--- config.mk ---
export PLATFORM = sky130hd
export DESIGN_NAME = serial_bit_rate_clock_select
export DESIGN_NICKNAME = d
export VERILOG_FILES = /design/src/rtl/bit_rate_pkg.sv /design/src/rtl/pin_sync.sv /design/src/rtl/rate_divider.sv /design/src/rtl/serial_bit_rate_clock_select.sv
export VERILOG_INCLUDE_DIRS = /design/src /design/src/rtl
export SDC_FILE = /design/constraint.sdc
export NUM_CORES = 1
export LEC_CHECK = 0
export ABC_AREA = 1
export BUFFER_PORTS_ARGS = -buffer_cell sky130_fd_sc_hd__buf_2
export CORE_UTILIZATION = 47
export CTS_CLUSTER_SIZE = 14
export DETAILED_ROUTE_END_ITERATION = 8
export PLACE_DENSITY = 0.77
export SETUP_SLACK_MARGIN = 0.02
export SKIP_CTS_REPAIR_TIMING = 1
export SLEW_MARGIN = 20
export SYNTH_ARGS = -nofsm -noshare
export SYNTH_HDL_FRONTEND = slang
export SYNTH_SLANG_ARGS = --single-unit
--- constraint.sdc ---
create_clock -name i_clk -period 1.7 [get_ports i_clk]
set_clock_uncertainty 0.15 [all_clocks]
set_input_delay 0.255 -clock i_clk [delete_from_list [all_inputs] [get_ports i_clk]]
set_output_delay 0.255 -clock i_clk [all_outputs]
set_load 0.05 [all_outputs]
--- src/rtl/bit_rate_defines.svh ---
`ifndef BIT_RATE_DEFINES_SVH
`define BIT_RATE_DEFINES_SVH

// Register index of the bit-rate configuration word (byte address = index * 4)
`define BRC_CONFIG_IDX 4'h0
`define BRC_CONFIG_ADDR 6'h00
// Field positions
`define BRC_SRC_SEL_HI 25
`define BRC_SRC_SEL_LO 24
`define BRC_TX_DIV_HI 20
`define BRC_TX_DIV_LO 19
`define BRC_RX_DIV_HI 17
`define BRC_RX_DIV_LO 16
`define BRC_TX_INT_SEL 14
`define BRC_RX_INT_SEL 12
`define BRC_DIVISOR_HI 10
`define BRC_DIVISOR_LO 0
// Legacy rate-mode bit position (own location)
`define BRC_LEGACY_MODE 31
// Writable bit mask and reset value
`define BRC_WRITE_MASK 32'h831B_57FF
`define BRC_RESET 32'h0000_0000
// Crystal predivider ratio
`define BRC_XTAL_DIV 3'h5
`define BRC_XTAL_DIV_LAST 3'h4

`endif

--- src/rtl/bit_rate_pkg.sv ---
package bit_rate_pkg;
  typedef enum logic [1:0] {
    SRC_CRYSTAL,
    SRC_SYSTEM,
    SRC_EXT_A,
    SRC_EXT_B
  } gen_source_t;
endpackage : bit_rate_pkg

--- src/rtl/pin_sync.sv ---
`timescale 1ns/1ns
`default_nettype none
// Two-stage synchroniser for an asynchronous level
module pin_sync (
  // Clock and reset
  input wire logic i_clk,
  input wire logic i_reset_n,
  // Level in and out
  input wire logic i_async,
  output logic o_sync
);
  logic meta_q;
  logic sync_q;

  // First stage read only by the second
  always_ff @(posedge i_clk or negedge i_reset_n) begin
    if (!i_reset_n) begin
      meta_q <= 1'b0;
      sync_q <= 1'b0;
    end else begin
      meta_q <= i_async;
      sync_q <= meta_q;
    end
  end

  assign o_sync = sync_q;
endmodule : pin_sync
`default_nettype wire

--- src/rtl/rate_divider.sv ---
`timescale 1ns/1ns
`default_nettype none
// Counts enable ticks 0..divisor, toggles output at terminal count
module rate_divider (
  // Clock and reset
  input wire logic i_clk,
  input wire logic i_reset_n,
  // Source tick and divisor
  input wire logic i_tick,
  input wire logic [10:0] i_divisor,
  // Divided square wave and its edge pulse
  output logic o_clk,
  output logic o_toggle
);
  logic [10:0] count_q;
  logic [10:0] count_d;
  logic out_q;
  logic out_d;
  logic toggle_d;

  // Terminal count toggles, giving /(2*(N+1))
  always_comb begin
    count_d = count_q;
    out_d = out_q;
    toggle_d = 1'b0;
    if (i_tick) begin
      if (count_q >= i_divisor) begin
        count_d = 11'h000;
        out_d = ~out_q;
        toggle_d = 1'b1;
      end else begin
        count_d = count_q + 11'h001;
      end
    end
  end

  always_ff @(posedge i_clk or negedge i_reset_n) begin
    if (!i_reset_n) begin
      count_q <= 11'h000;
      out_q <= 1'b0;
      o_toggle <= 1'b0;
    end else begin
      count_q <= count_d;
      out_q <= out_d;
      o_toggle <= toggle_d;
    end
  end

  assign o_clk = out_q;
endmodule : rate_divider
`default_nettype wire

--- src/rtl/serial_bit_rate_clock_select.sv ---
// The plain strobed port and the register addresses were chosen for this implementation.
`timescale 1ns/1ns
`default_nettype none
`include "bit_rate_defines.svh"

// Notes on behaviour
// Bits 17:16 hold a read/write receive divide-rate field, reset zero, setting rx oversampling.
// Bit 14 picks the generator output for the transmitter when 0 and the recovered clock when 1.
// Bit 12 picks the generator output for the receiver when 0 and the recovered clock when 1.
// The transmitter takes an internal clock only while its clock origin field is zero.
// The receiver takes an internal clock only while its clock origin field is zero.
// The generator divides its selected source by two times the 11-bit divisor plus one.
// Source select 00 crystal-derived, 01 system, 10 external input a, 11 external input b.
// Software sets the divisor so generator rate is baud times oversampling factor.
// External inputs must not exceed a quarter of the system clock.
// The crystal-derived clock is the crystal divided by five.
// With the system clock as source, software keeps the baud at or below system clock over 32.
// Software sets the legacy mode bit whenever a divide-rate field is non-zero.
// The divider counts source ticks 0..divisor and toggles its output at each terminal count.
module serial_bit_rate_clock_select (
  // Clock and reset
  input wire logic i_clk,
  input wire logic i_reset_n,
  // Register port
  input wire logic [5:0] i_addr,
  input wire logic [31:0] i_wdata,
  input wire logic i_wr,
  input wire logic i_rd,
  output logic [31:0] o_rdata,
  // Clock sources (asynchronous pins)
  input wire logic i_crystal_clk,
  input wire logic i_ext_clock_in_a,
  input wire logic i_ext_clock_in_b,
  // Recovered clock from the pll, same domain
  input wire logic i_recovered_clock_pll,
  // Clock origin fields of the channel
  input wire logic [1:0] i_tx_clock_origin,
  input wire logic [1:0] i_rx_clock_origin,
  // Generated clocks, internal flags and rate-mode fields
  output logic o_bit_rate_clk,
  output logic o_tx_clk,
  output logic o_rx_clk,
  output logic o_tx_internal,
  output logic o_rx_internal,
  output logic [1:0] o_tx_divide_rate,
  output logic [1:0] o_rx_divide_rate,
  output logic o_legacy_rate_mode
);
  logic [31:0] config_q;
  logic [31:0] config_d;
  logic [31:0] rdata_q;
  logic [31:0] rdata_d;
  logic hit;
  logic xtal_s;
  logic ext_a_s;
  logic ext_b_s;
  logic xtal_last_q;
  logic ext_a_last_q;
  logic ext_b_last_q;
  logic [2:0] xtal_cnt_q;
  logic [2:0] xtal_cnt_d;
  logic crystal_div_clock_tick;
  logic src_tick;
  logic gen_clk;
  logic [10:0] rate_divisor;
  bit_rate_pkg::gen_source_t generator_source_sel;
  logic tx_internal_clk_sel;
  logic rx_internal_clk_sel;
  logic tx_clk_d;
  logic rx_clk_d;
  logic tx_int_d;
  logic rx_int_d;

  // Field extraction
  assign rate_divisor = config_q[`BRC_DIVISOR_HI:`BRC_DIVISOR_LO];
  assign generator_source_sel = bit_rate_pkg::gen_source_t'(config_q[`BRC_SRC_SEL_HI:`BRC_SRC_SEL_LO]);
  assign tx_internal_clk_sel = config_q[`BRC_TX_INT_SEL];
  assign rx_internal_clk_sel = config_q[`BRC_RX_INT_SEL];
  assign hit = (i_addr == `BRC_CONFIG_ADDR);

  // Register write and read data; unmapped reads return zero
  always_comb begin
    config_d = config_q;
    rdata_d = 32'h0000_0000;
    if (i_wr && hit) begin
      config_d = i_wdata & `BRC_WRITE_MASK;
    end
    if (i_rd && hit) begin
      rdata_d = config_q;
    end
  end

  always_ff @(posedge i_clk or negedge i_reset_n) begin
    if (!i_reset_n) begin
      config_q <= `BRC_RESET;
      rdata_q <= 32'h0000_0000;
    end else begin
      config_q <= config_d;
      rdata_q <= rdata_d;
    end
  end

  // Source pins sampled into the system domain
  pin_sync u_sync_xtal (
    .i_clk(i_clk),
    .i_reset_n(i_reset_n),
    .i_async(i_crystal_clk),
    .o_sync(xtal_s)
  );
  pin_sync u_sync_a (
    .i_clk(i_clk),
    .i_reset_n(i_reset_n),
    .i_async(i_ext_clock_in_a),
    .o_sync(ext_a_s)
  );
  pin_sync u_sync_b (
    .i_clk(i_clk),
    .i_reset_n(i_reset_n),
    .i_async(i_ext_clock_in_b),
    .o_sync(ext_b_s)
  );

  // Rising edges of sources; sampling caps them at half of system clock
  always_ff @(posedge i_clk or negedge i_reset_n) begin
    if (!i_reset_n) begin
      xtal_last_q <= 1'b0;
      ext_a_last_q <= 1'b0;
      ext_b_last_q <= 1'b0;
      xtal_cnt_q <= 3'h0;
    end else begin
      xtal_last_q <= xtal_s;
      ext_a_last_q <= ext_a_s;
      ext_b_last_q <= ext_b_s;
      xtal_cnt_q <= xtal_cnt_d;
    end
  end

  // Crystal predivider: one tick every five crystal edges
  always_comb begin
    xtal_cnt_d = xtal_cnt_q;
    crystal_div_clock_tick = 1'b0;
    if (xtal_s && !xtal_last_q) begin
      if (xtal_cnt_q == `BRC_XTAL_DIV_LAST) begin
        xtal_cnt_d = 3'h0;
        crystal_div_clock_tick = 1'b1;
      end else begin
        xtal_cnt_d = xtal_cnt_q + 3'h1;
      end
    end
  end

  // Generator source mux
  always_comb begin
    case (generator_source_sel)
      bit_rate_pkg::SRC_CRYSTAL: src_tick = crystal_div_clock_tick;
      bit_rate_pkg::SRC_SYSTEM: src_tick = 1'b1;
      bit_rate_pkg::SRC_EXT_A: src_tick = ext_a_s && !ext_a_last_q;
      bit_rate_pkg::SRC_EXT_B: src_tick = ext_b_s && !ext_b_last_q;
      default: src_tick = 1'b0;
    endcase
  end

  // Divider by 2*(N+1)
  rate_divider u_div (
    .i_clk(i_clk),
    .i_reset_n(i_reset_n),
    .i_tick(src_tick),
    .i_divisor(rate_divisor), // see
    .o_clk(gen_clk),
    .o_toggle()
  );

  // Tx and rx clock selection; external origins leave internal clock idle
  always_comb begin
    tx_int_d = (i_tx_clock_origin == 2'h0);
    rx_int_d = (i_rx_clock_origin == 2'h0);
    tx_clk_d = 1'b0;
    rx_clk_d = 1'b0;
    if (tx_int_d) begin
      tx_clk_d = tx_internal_clk_sel ? i_recovered_clock_pll : gen_clk;
    end
    if (rx_int_d) begin
      rx_clk_d = rx_internal_clk_sel ? i_recovered_clock_pll : gen_clk;
    end
  end

  // Registered outputs; one cycle of latency on every clock path
  always_ff @(posedge i_clk or negedge i_reset_n) begin
    if (!i_reset_n) begin
      o_bit_rate_clk <= 1'b0;
      o_tx_clk <= 1'b0;
      o_rx_clk <= 1'b0;
      o_tx_internal <= 1'b0;
      o_rx_internal <= 1'b0;
      o_tx_divide_rate <= 2'h0;
      o_rx_divide_rate <= 2'h0;
      o_legacy_rate_mode <= 1'b0;
    end else begin
      o_bit_rate_clk <= gen_clk;
      o_tx_clk <= tx_clk_d;
      o_rx_clk <= rx_clk_d;
      o_tx_internal <= tx_int_d;
      o_rx_internal <= rx_int_d;
      o_tx_divide_rate <= config_q[`BRC_TX_DIV_HI:`BRC_TX_DIV_LO];
      o_rx_divide_rate <= config_q[`BRC_RX_DIV_HI:`BRC_RX_DIV_LO];
      o_legacy_rate_mode <= config_q[`BRC_LEGACY_MODE];
    end
  end

  assign o_rdata = rdata_q;
endmodule : serial_bit_rate_clock_select
`default_nettype wire

==> results.sh, run 1 <==
export IMPL_status="finished, violations left"
export IMPL_violations="negative hold slack, negative setup slack"
export IMPL_track_usage_pct=18.9
export IMPL_hold_viol=5
export IMPL_grt_start_max_net_pins=75
export IMPL_rows=29
export IMPL_cts_sinks=74
export IMPL_dieArea_sq_mm=0.00728
export IMPL_min_period_ps=1780
export IMPL_area_growth_pct=32.2
export IMPL_first_global_vias=2559
export IMPL_ys_warn_count=0
export IMPL_max_vdd_ir_drop_mv=0.521
export IMPL_crit_required_ps=1800
export IMPL_die_h_um=85.3
export IMPL_grt_pass1_wl_mm=10.6
export IMPL_power_density_mw_per_mm2=1090
export IMPL_drt_met1_wl_mm=2.95
export IMPL_root_buffer="clkbuf_8"
export IMPL_post_place_ws_ps=-97.0
export IMPL_antenna_cells=0
export IMPL_yosysSeqAreaShare_pct=56.8
export IMPL_stdcell_area_sq_mm=0.00431
export IMPL_rsz0062_at_grt="yes"
export IMPL_synth_xor_area_share_pct=0.537
export IMPL_wl_per_cell_um=13.1
export IMPL_final_common_cell="dfrtp_1"
export IMPL_coreArea_sq_mm=0.00653
export IMPL_fillers=496
export IMPL_syn_instance_count=354
export IMPL_start_kind="flop"
export IMPL_synth_simple_gate_area_share_pct=21.4
export IMPL_dp_cells=506
export IMPL_layout_cells_non_filler=534
export IMPL_drcViolationCount=0
export IMPL_clockBufferDepth=2
export IMPL_top_layer_used="met4"
export IMPL_drt_first_pass_iters=4
export IMPL_via_per_inst=4.85
export IMPL_crit_type="flop to flop"
export IMPL_synth_area_per_cell_sq_um=9.21
export IMPL_dr_wl_met3_um=411
export IMPL_ys_seq_elements=74
export IMPL_start_util_pct=49.9
export IMPL_holdWs_ps=-2.57
export IMPL_drt_wl_total_mm=7.01
export IMPL_gp_congestion=0.871
export IMPL_power_mw=4.71
export IMPL_grt_antenna_before_repair=0
export IMPL_cp_max_fo=6
export IMPL_end_kind="flop"
export IMPL_cts_tree="yes"
export IMPL_muxShareOfSynthArea_pct=0
export IMPL_setup_viol=10
export IMPL_min_period_over_period_pct=105
export IMPL_hp_class="input port to flop"
export IMPL_synth_area_sq_mm=0.00326
export IMPL_leakage_nw=2.32
export IMPL_clock_latency_ps=350
export IMPL_synth_compound_area_share_pct=6.06
export IMPL_fmax_ghz=0.561
export IMPL_gr_total_overflow=0
export IMPL_cts_buffers=9
export IMPL_place_area_sq_mm=0.00374
export IMPL_nets=516
export IMPL_antenna_left=0
export IMPL_boundaryPins=92
export IMPL_dp_hpwl_mm=4.31
export IMPL_vias=2588
export IMPL_slew_violations=0
export IMPL_portBuffers=67
export IMPL_synth_adder_area_share_pct=5.37
export IMPL_htreeDepth=3
export IMPL_met2_length_mm=3.53
export IMPL_crit_arrival_ps=1880
export IMPL_drive_above_1_share_pct=37.4
export IMPL_drt_iter0_markers=127
export IMPL_layout_common_cells="72 x dfrtp_1, 67 x buf_2, 52 x nor2_1"
export IMPL_finalWorstSetupSlack_ps=-82.9
export IMPL_clk_pin_slew_ps=80
export IMPL_synth_top_family_by_area="simple AND/OR/NAND/NOR gates"
export IMPL_yosysUniqueCellTypes=31
export IMPL_die_w_um=85.3
export IMPL_cap_viol_max_count=0
==> cell usage after synthesis <==
| library cell | n | share of area [%] |
|---|---|---|
| nor3_1 | 2 | 0.31 |
| nand2_2 | 4 | 0.77 |
| nor2_1 | 62 | 7.1 |
| o21bai_1 | 1 | 0.23 |
| and3_1 | 1 | 0.19 |
| buf_2 | 3 | 0.46 |
| xnor2_1 | 1 | 0.27 |
| buf_4 | 12 | 2.8 |
| nor3_2 | 1 | 0.31 |
| nor3_4 | 1 | 0.50 |
| a21oi_1 | 24 | 3.7 |
| o22ai_1 | 1 | 0.19 |
| o21ai_0 | 4 | 0.61 |
| conb_1 | 1 | 0.11 |
| buf_6 | 2 | 0.69 |
| clkbuf_1 | 3 | 0.35 |
| o21ai_2 | 2 | 0.54 |
| nor2_4 | 4 | 1.4 |
| nand4_1 | 2 | 0.38 |
| ha_1 | 14 | 5.4 |
| nand2_1 | 63 | 7.2 |
| nand3b_1 | 1 | 0.23 |
| o21ai_1 | 2 | 0.31 |
| a21boi_1 | 1 | 0.23 |
| dfrtp_1 | 74 | 57 |
| inv_2 | 6 | 0.69 |
| inv_1 | 42 | 4.8 |
| a21oi_2 | 1 | 0.27 |
| nand3_1 | 17 | 2.6 |
| nand3_2 | 1 | 0.31 |
| xor2_1 | 1 | 0.27 |
==> cells by family after synthesis <==
kind of cell / Yosys count
AOI/OAI and AO/OA: 36
xor gates and xnor gates: 2
other: 1
adders and majority gates: 14
DFF: 74
and+or+nand+nor: 159
buffers and inverters: 68
==> state kept, by name (all words and copies together) (netlist names), 2 cells and up <==
signal / flops
u_div.count_q: 11
o_tx_divide_rate: 2
o_rdata: 20
o_rx_divide_rate: 2
xtal_cnt_q: 3
config_q: 20
==> layout make-up <==
type / instances / area [sq um] / area share, %
flip-flops and latches: 74 / 1850 / 43.0
multi-input cells: 223 / 1380 / 32.1
repair buffers: 96 / 589 / 13.7
inverters: 48 / 185 / 4.29
clock buffers: 11 / 141 / 3.28
well taps: 77 / 96.3 / 2.23
clock inverters: 5 / 62.6 / 1.45
==> stage by stage <==
step	hold WS (ps)	utilization (%)	TNS [ps]
final	-2.57	66.0	-571
after global routing	3.41	66.0	-1340
after CTS	-228	60.3	-893
after detailed placement	162	57.2	-641
after global placement	165	57.2	-13.4
after floorplan	-191	-	0
==> power breakdown <==
part / total, mW / internal [mW] / switching [mW]
Clock: 1.39 / 0.726 / 0.666
Sequential: 2.08 / 1.95 / 0.128
Combinational: 1.25 / 0.471 / 0.774
Total: 4.71 / 3.14 / 1.57
==> per-layer routing <==
layer / global-route usage [%] / vias to the layer above
met1: 21.0 / 1208
met2: 33.0 / 96
met4: 9.24 / 0
met3: 5.74 / 14
li1: - / 1270
met5: 0 / -
==> worst paths after layout <==
kind                                       start                   to  slack (ps)  depth (start not counted)
min in group asynchronous              i_reset_n  o_tx_divide_rate[1]         310                          3
max in group asynchronous              i_reset_n     u_div.count_q[6]         780                          3
worst max register to register  u_div.count_q[4]     u_div.count_q[3]         -80                          8
worst max-delay path            u_div.count_q[4]     u_div.count_q[3]         -80                          8
worst min register to register   u_sync_a.meta_q      u_sync_a.o_sync         210                          0
worst min-delay path                  i_wdata[4]          config_q[4]          -3                          3
==> worst max-delay path, cell delays in order (launching register included) <==
cell and delay, ps:
dfrtp_1 420, ha_4 300, nand2_2 90, nor2_4 140
nand2_2 90, o21ai_4 190, nor2_4 100, nor2_4 140
nor2_2 50
Power figures use the tool's default switching activity.
==> inputs of run 2 (changes only) <==
--- a/config.mk
+++ b/config.mk
@@ -8,10 +8,10 @@
 export LEC_CHECK = 0
 export ABC_AREA = 1
 export BUFFER_PORTS_ARGS = -buffer_cell sky130_fd_sc_hd__buf_2
-export CORE_UTILIZATION = 47
+export CORE_UTILIZATION = 50
 export CTS_CLUSTER_SIZE = 14
 export DETAILED_ROUTE_END_ITERATION = 8
-export PLACE_DENSITY = 0.77
+export PLACE_DENSITY = 0.78
 export SETUP_SLACK_MARGIN = 0.02
 export SKIP_CTS_REPAIR_TIMING = 1
 export SLEW_MARGIN = 20
==> constraint.sdc (replaced) <==
create_clock -name i_clk -period 2 [get_ports i_clk]
set_clock_uncertainty 0.15 [all_clocks]
set_input_delay 0.3 -clock i_clk [delete_from_list [all_inputs] [get_ports i_clk]]
set_output_delay 0.3 -clock i_clk [all_outputs]
set_load 0.05 [all_outputs]
==> results.sh, run 2 (synthesized netlist as in run 1, its figures left out) <==
export IMPL_status="complete, no violations"
export IMPL_final_common_cell="dfrtp_1"
export IMPL_power_share_switching_pct=31.5
export IMPL_min_period_over_period_pct=89.8
export IMPL_drive_above_1_share_pct=24.5
export IMPL_holdWs_ps=53.0
export IMPL_boundaryPins=92
export IMPL_post_place_ws_ps=170
export IMPL_gp_congestion=0.909
export IMPL_end_kind="flop"
export IMPL_area_growth_pct=21.0
export IMPL_rsz0062_at_grt="no"
export IMPL_cp_max_fo=6
export IMPL_setup_viol=0
export IMPL_vias=2474
export IMPL_die_h_um=82.8
export IMPL_min_period_ps=1800
export IMPL_gr_total_overflow=0
export IMPL_power_frac_seq_pct=46.5
export IMPL_nets=499
export IMPL_cts_buffers=9
export IMPL_crit_required_ps=2130
export IMPL_root_buffer="clkbuf_8"
export IMPL_cap_viol_max_count=0
export IMPL_finalWorstSetupSlack_ps=205
export IMPL_coreArea_sq_mm=0.00631
export IMPL_p_comb_share_pct=19.5
export IMPL_clock_latency_ps=350
export IMPL_max_vdd_ir_drop_mv=0.806
export IMPL_drcViolationCount=0
export IMPL_fmax_ghz=0.557
export IMPL_layout_common_cells="74 x dfrtp_1, 67 x buf_2, 63 x nand2_1"
export IMPL_cts_tree="yes"
export IMPL_leakage_nw=2.22
export IMPL_cts_sinks=74
export IMPL_crit_type="flop to flop"
export IMPL_wl_per_cell_um=11.9
export IMPL_start_util_pct=51.7
export IMPL_start_kind="flop"
export IMPL_r2r_cells=8
export IMPL_hp_class="input port to flop"
export IMPL_rows=29
export IMPL_p_switching_mw=1.20
export IMPL_grt_start_max_net_pins=75
export IMPL_drt_wl_total_mm=6.14
export IMPL_track_usage_pct=19.4
export IMPL_first_global_vias=2320
export IMPL_hold_viol=0
export IMPL_grt_pass1_wl_mm=9.74
export IMPL_htreeDepth=3
export IMPL_dp_cells=493
export IMPL_grt_antenna_before_repair=0
export IMPL_die_w_um=82.8
export IMPL_clockBufferDepth=2
export IMPL_dp_hpwl_mm=4.22
export IMPL_dieArea_sq_mm=0.00685
export IMPL_crit_arrival_ps=1930
export IMPL_drt_iter0_markers=114
export IMPL_fillers=506
export IMPL_drt_first_pass_iters=5
export IMPL_antenna_cells=0
export IMPL_antenna_left=0
export IMPL_via_per_inst=4.79
export IMPL_p_int_mw=2.60
export IMPL_layout_cells_non_filler=517
export IMPL_clock_power_share_pct=34.0
export IMPL_portBuffers=67
export IMPL_hold_depth=3
export IMPL_slew_violations=0
export IMPL_power_density_mw_per_mm2=964
export IMPL_power_mw=3.80
export IMPL_clk_pin_slew_ps=90
export IMPL_fin_setup_tns_ps=0
==> run 2: critical path, cell delays in order (launching register included) <==
cell     delay [ps]
dfrtp_1         440
ha_1            290
nand2_1         130
inv_2            50
a21oi_2         130
nand3_1         130
nor2_4          240
nand3_1         110
nand2_1          70
==> run 2: stage by stage <==
| step | area [sq um] | util [%] |
|---|---|---|
| floorplan | 3300 | - |
| global placement | 3640 | 57.6 |
| detailed placement | 3640 | 57.6 |
| CTS | 3860 | 61.2 |
| global route | 3950 | 62.5 |
| finish | 3950 | 62.5 |
==> run 2: worst paths after layout <==
check / start / end / slack (ps)
max: u_div.count_q[9] / u_div.count_q[5] / 200
min: i_wdata[3] / config_q[3] / 50
max reg2reg: u_div.count_q[9] / u_div.count_q[5] / 200
min reg2reg: u_sync_a.meta_q / u_sync_a.o_sync / 210
max in group asynchronous: i_reset_n / u_div.count_q[8] / 1040
min in group asynchronous: i_reset_n / o_tx_divide_rate[1] / 370
==> run 2: routing by layer <==
metal | vias to the layer above | track usage (%) | wire length [um] | part of all wire (%)
met5 | - | 0 | 0 | 0
met4 | 0 | 8.79 | 93 | 1.5
met3 | 9 | 5.03 | 321 | 5.2
met2 | 73 | 33.0 | 3050 | 50
met1 | 1159 | 23.0 | 2680 | 44
li1 | 1233 | - | - | -
==> run 2: final cells by class <==
type                    instances  area (sq um)  area share, %
flip-flops and latches         74          1850           46.9
multi-input cells             223          1130           28.8
repair buffers                 79           458           11.6
inverters                      48           180           4.57
clock buffers                   9           124           3.14
clock inverters                 7           101           2.57
well taps                      77          96.3           2.44
==> run 2: power by group through the flow <==
stage | clock network (mW) | logic (mW) | registers [mW]
floorplan | 0 | 0.507 | 1.84
global placement | 0 | 0.704 | 1.79
detailed placement | 0 | 0.734 | 1.80
CTS | 1.32 | 0.740 | 1.77
global route | 1.39 | 0.849 | 1.79
finish | 1.29 | 0.743 | 1.77
==> inputs of run 3 (changes only) <==
--- a/config.mk
+++ b/config.mk
@@ -12,6 +12,7 @@
 export CTS_CLUSTER_SIZE = 14
 export DETAILED_ROUTE_END_ITERATION = 8
 export PLACE_DENSITY = 0.78
+export RECOVER_POWER = 100
 export SETUP_SLACK_MARGIN = 0.02
 export SKIP_CTS_REPAIR_TIMING = 1
 export SLEW_MARGIN = 20
==> results.sh, run 3 (synthesized netlist as in run 1, its figures left out) <==
export IMPL_drt_iter0_markers=126
export IMPL_drt_wl_total_mm=6.20
export IMPL_power_density_mw_per_mm2=976
export IMPL_antenna_left=0
export IMPL_cts_sinks=74
export IMPL_rsz0062_at_grt="no"
export IMPL_crit_type="flop to flop"
export IMPL_startpoint="u_div.count_q[9]"
export IMPL_dieArea_sq_mm=0.00685
export IMPL_r2r_start="u_div.count_q[9]"
export IMPL_stdcell_area_sq_mm=0.00388
export IMPL_wl_per_cell_um=12.0
export IMPL_leakage_nw=2.10
export IMPL_crit_arrival_ps=1890
export IMPL_cp_top_family="simple AND/OR/NAND/NOR gates"
export IMPL_grt_antenna_before_repair=0
export IMPL_layout_common_cells="74 x dfrtp_1, 63 x nand2_1, 61 x nor2_1"
export IMPL_drive_above_1_share_pct=17.5
export IMPL_drt_first_pass_iters=5
export IMPL_htreeDepth=3
export IMPL_die_w_um=82.8
export IMPL_vias=2452
export IMPL_final_common_cell="dfrtp_1"
export IMPL_cts_tree="yes"
export IMPL_min_period_ps=1810
export IMPL_r2r_cells=8
export IMPL_portBuffers=67
export IMPL_gp_congestion=0.909
export IMPL_cp_max_fo=6
export IMPL_setup_viol=0
export IMPL_gr_total_overflow=0
export IMPL_cts_buffers=9
export IMPL_root_buffer="clkbuf_8"
export IMPL_boundaryPins=92
export IMPL_power_mw=3.79
export IMPL_start_kind="flop"
export IMPL_nets=499
export IMPL_antenna_cells=0
export IMPL_status="complete, no violations"
export IMPL_place_area_sq_mm=0.00364
export IMPL_drcViolationCount=0
export IMPL_hold_viol=0
export IMPL_min_period_over_period_pct=90.6
export IMPL_area_growth_pct=19.1
export IMPL_grt_start_max_net_pins=75
export IMPL_worst_path_buf_inv=0
export IMPL_coreArea_sq_mm=0.00631
export IMPL_rows=29
export IMPL_slew_limit_headroom_pct=30.9
export IMPL_via_per_inst=4.74
export IMPL_clockBufferDepth=2
export IMPL_start_util_pct=51.7
export IMPL_die_h_um=82.8
export IMPL_cp_slowest_cell="dfrtp_1"
export IMPL_crit_cells=8
export IMPL_cap_viol_max_count=0
export IMPL_clk_pin_slew_ps=80
export IMPL_slew_violations=0
export IMPL_crit_required_ps=2080
export IMPL_crit_path_end="u_div.count_q[8]"
export IMPL_first_global_vias=2320
export IMPL_worstMarginPinSlew_ps=1040
export IMPL_track_usage_pct=19.4
export IMPL_max_vdd_ir_drop_mv=0.806
export IMPL_clock_latency_ps=350
export IMPL_end_kind="flop"
export IMPL_r2r_setup_slack_ps=190
export IMPL_hp_class="input port to flop"
export IMPL_grt_pass1_wl_mm=9.74
export IMPL_r2r_end="u_div.count_q[8]"
export IMPL_crit_chain="ha_1 > nand2_1 > nor2_2 > nand2_1 > o21ai_2 > nor2_4 > nor2_2 > nor2_1"
export IMPL_dp_hpwl_mm=4.22
export IMPL_max_stage_delay_ps=440
export IMPL_fin_setup_tns_ps=0
export IMPL_fmax_ghz=0.552
## run 3: per-layer routing
metal | global-route usage (%) | share of wire [%]
met2 | 33.0 | 49
met4 | 8.79 | 1.4
met5 | 0 | 0
met3 | 5.03 | 5.5
met1 | 23.0 | 44
## run 3: tightest hold or removal path, cell delays in order
cell and delay (ps):
buf_2 70, nor2_1 30, a21oi_1 100
## run 3: worst min path at each step
stage | cells after the start | to | slack, ps | from
global route | 3 | config_q[10] | 50 | i_wdata[10]
floorplan | 0 | config_q[0] | -150 | i_reset_n
detailed placement | 0 | u_sync_a.o_sync | 190 | u_sync_a.meta_q
finish | 3 | config_q[3] | 50 | i_wdata[3]
global placement | 0 | u_sync_a.o_sync | 190 | u_sync_a.meta_q
CTS | 2 | u_sync_a.o_sync | -170 | i_reset_n
## run 3: power by group
| group | total, mW | switching [mW] | internal, mW |
|---|---|---|---|
| Clock | 1.29 | 0.580 | 0.713 |
| Combinational | 0.732 | 0.501 | 0.231 |
| Sequential | 1.77 | 0.116 | 1.65 |
| Total | 3.79 | 1.20 | 2.60 |
## run 3: cell type report
cell class / instances / area, sq um
Inverter: 48 / 180
Multi-Input combinational cell: 223 / 1130
Timing Repair Buffer: 79 / 402
Clock buffer: 9 / 124
Fill cell: 535 / 2430
Tap cell: 77 / 96.3
Clock inverter: 7 / 101
Sequential cell: 74 / 1850
## run 3: metrics by stage
stage	hold slack (ps)	setup slack, ps	util, %	cells
floorplan	-146	387	-	365
global placement	185	246	57.6	493
detailed placement	188	170	57.6	493
CTS	-171	145	61.2	509
global route	54.4	26.2	61.5	517
finish	52.9	189	61.5	517
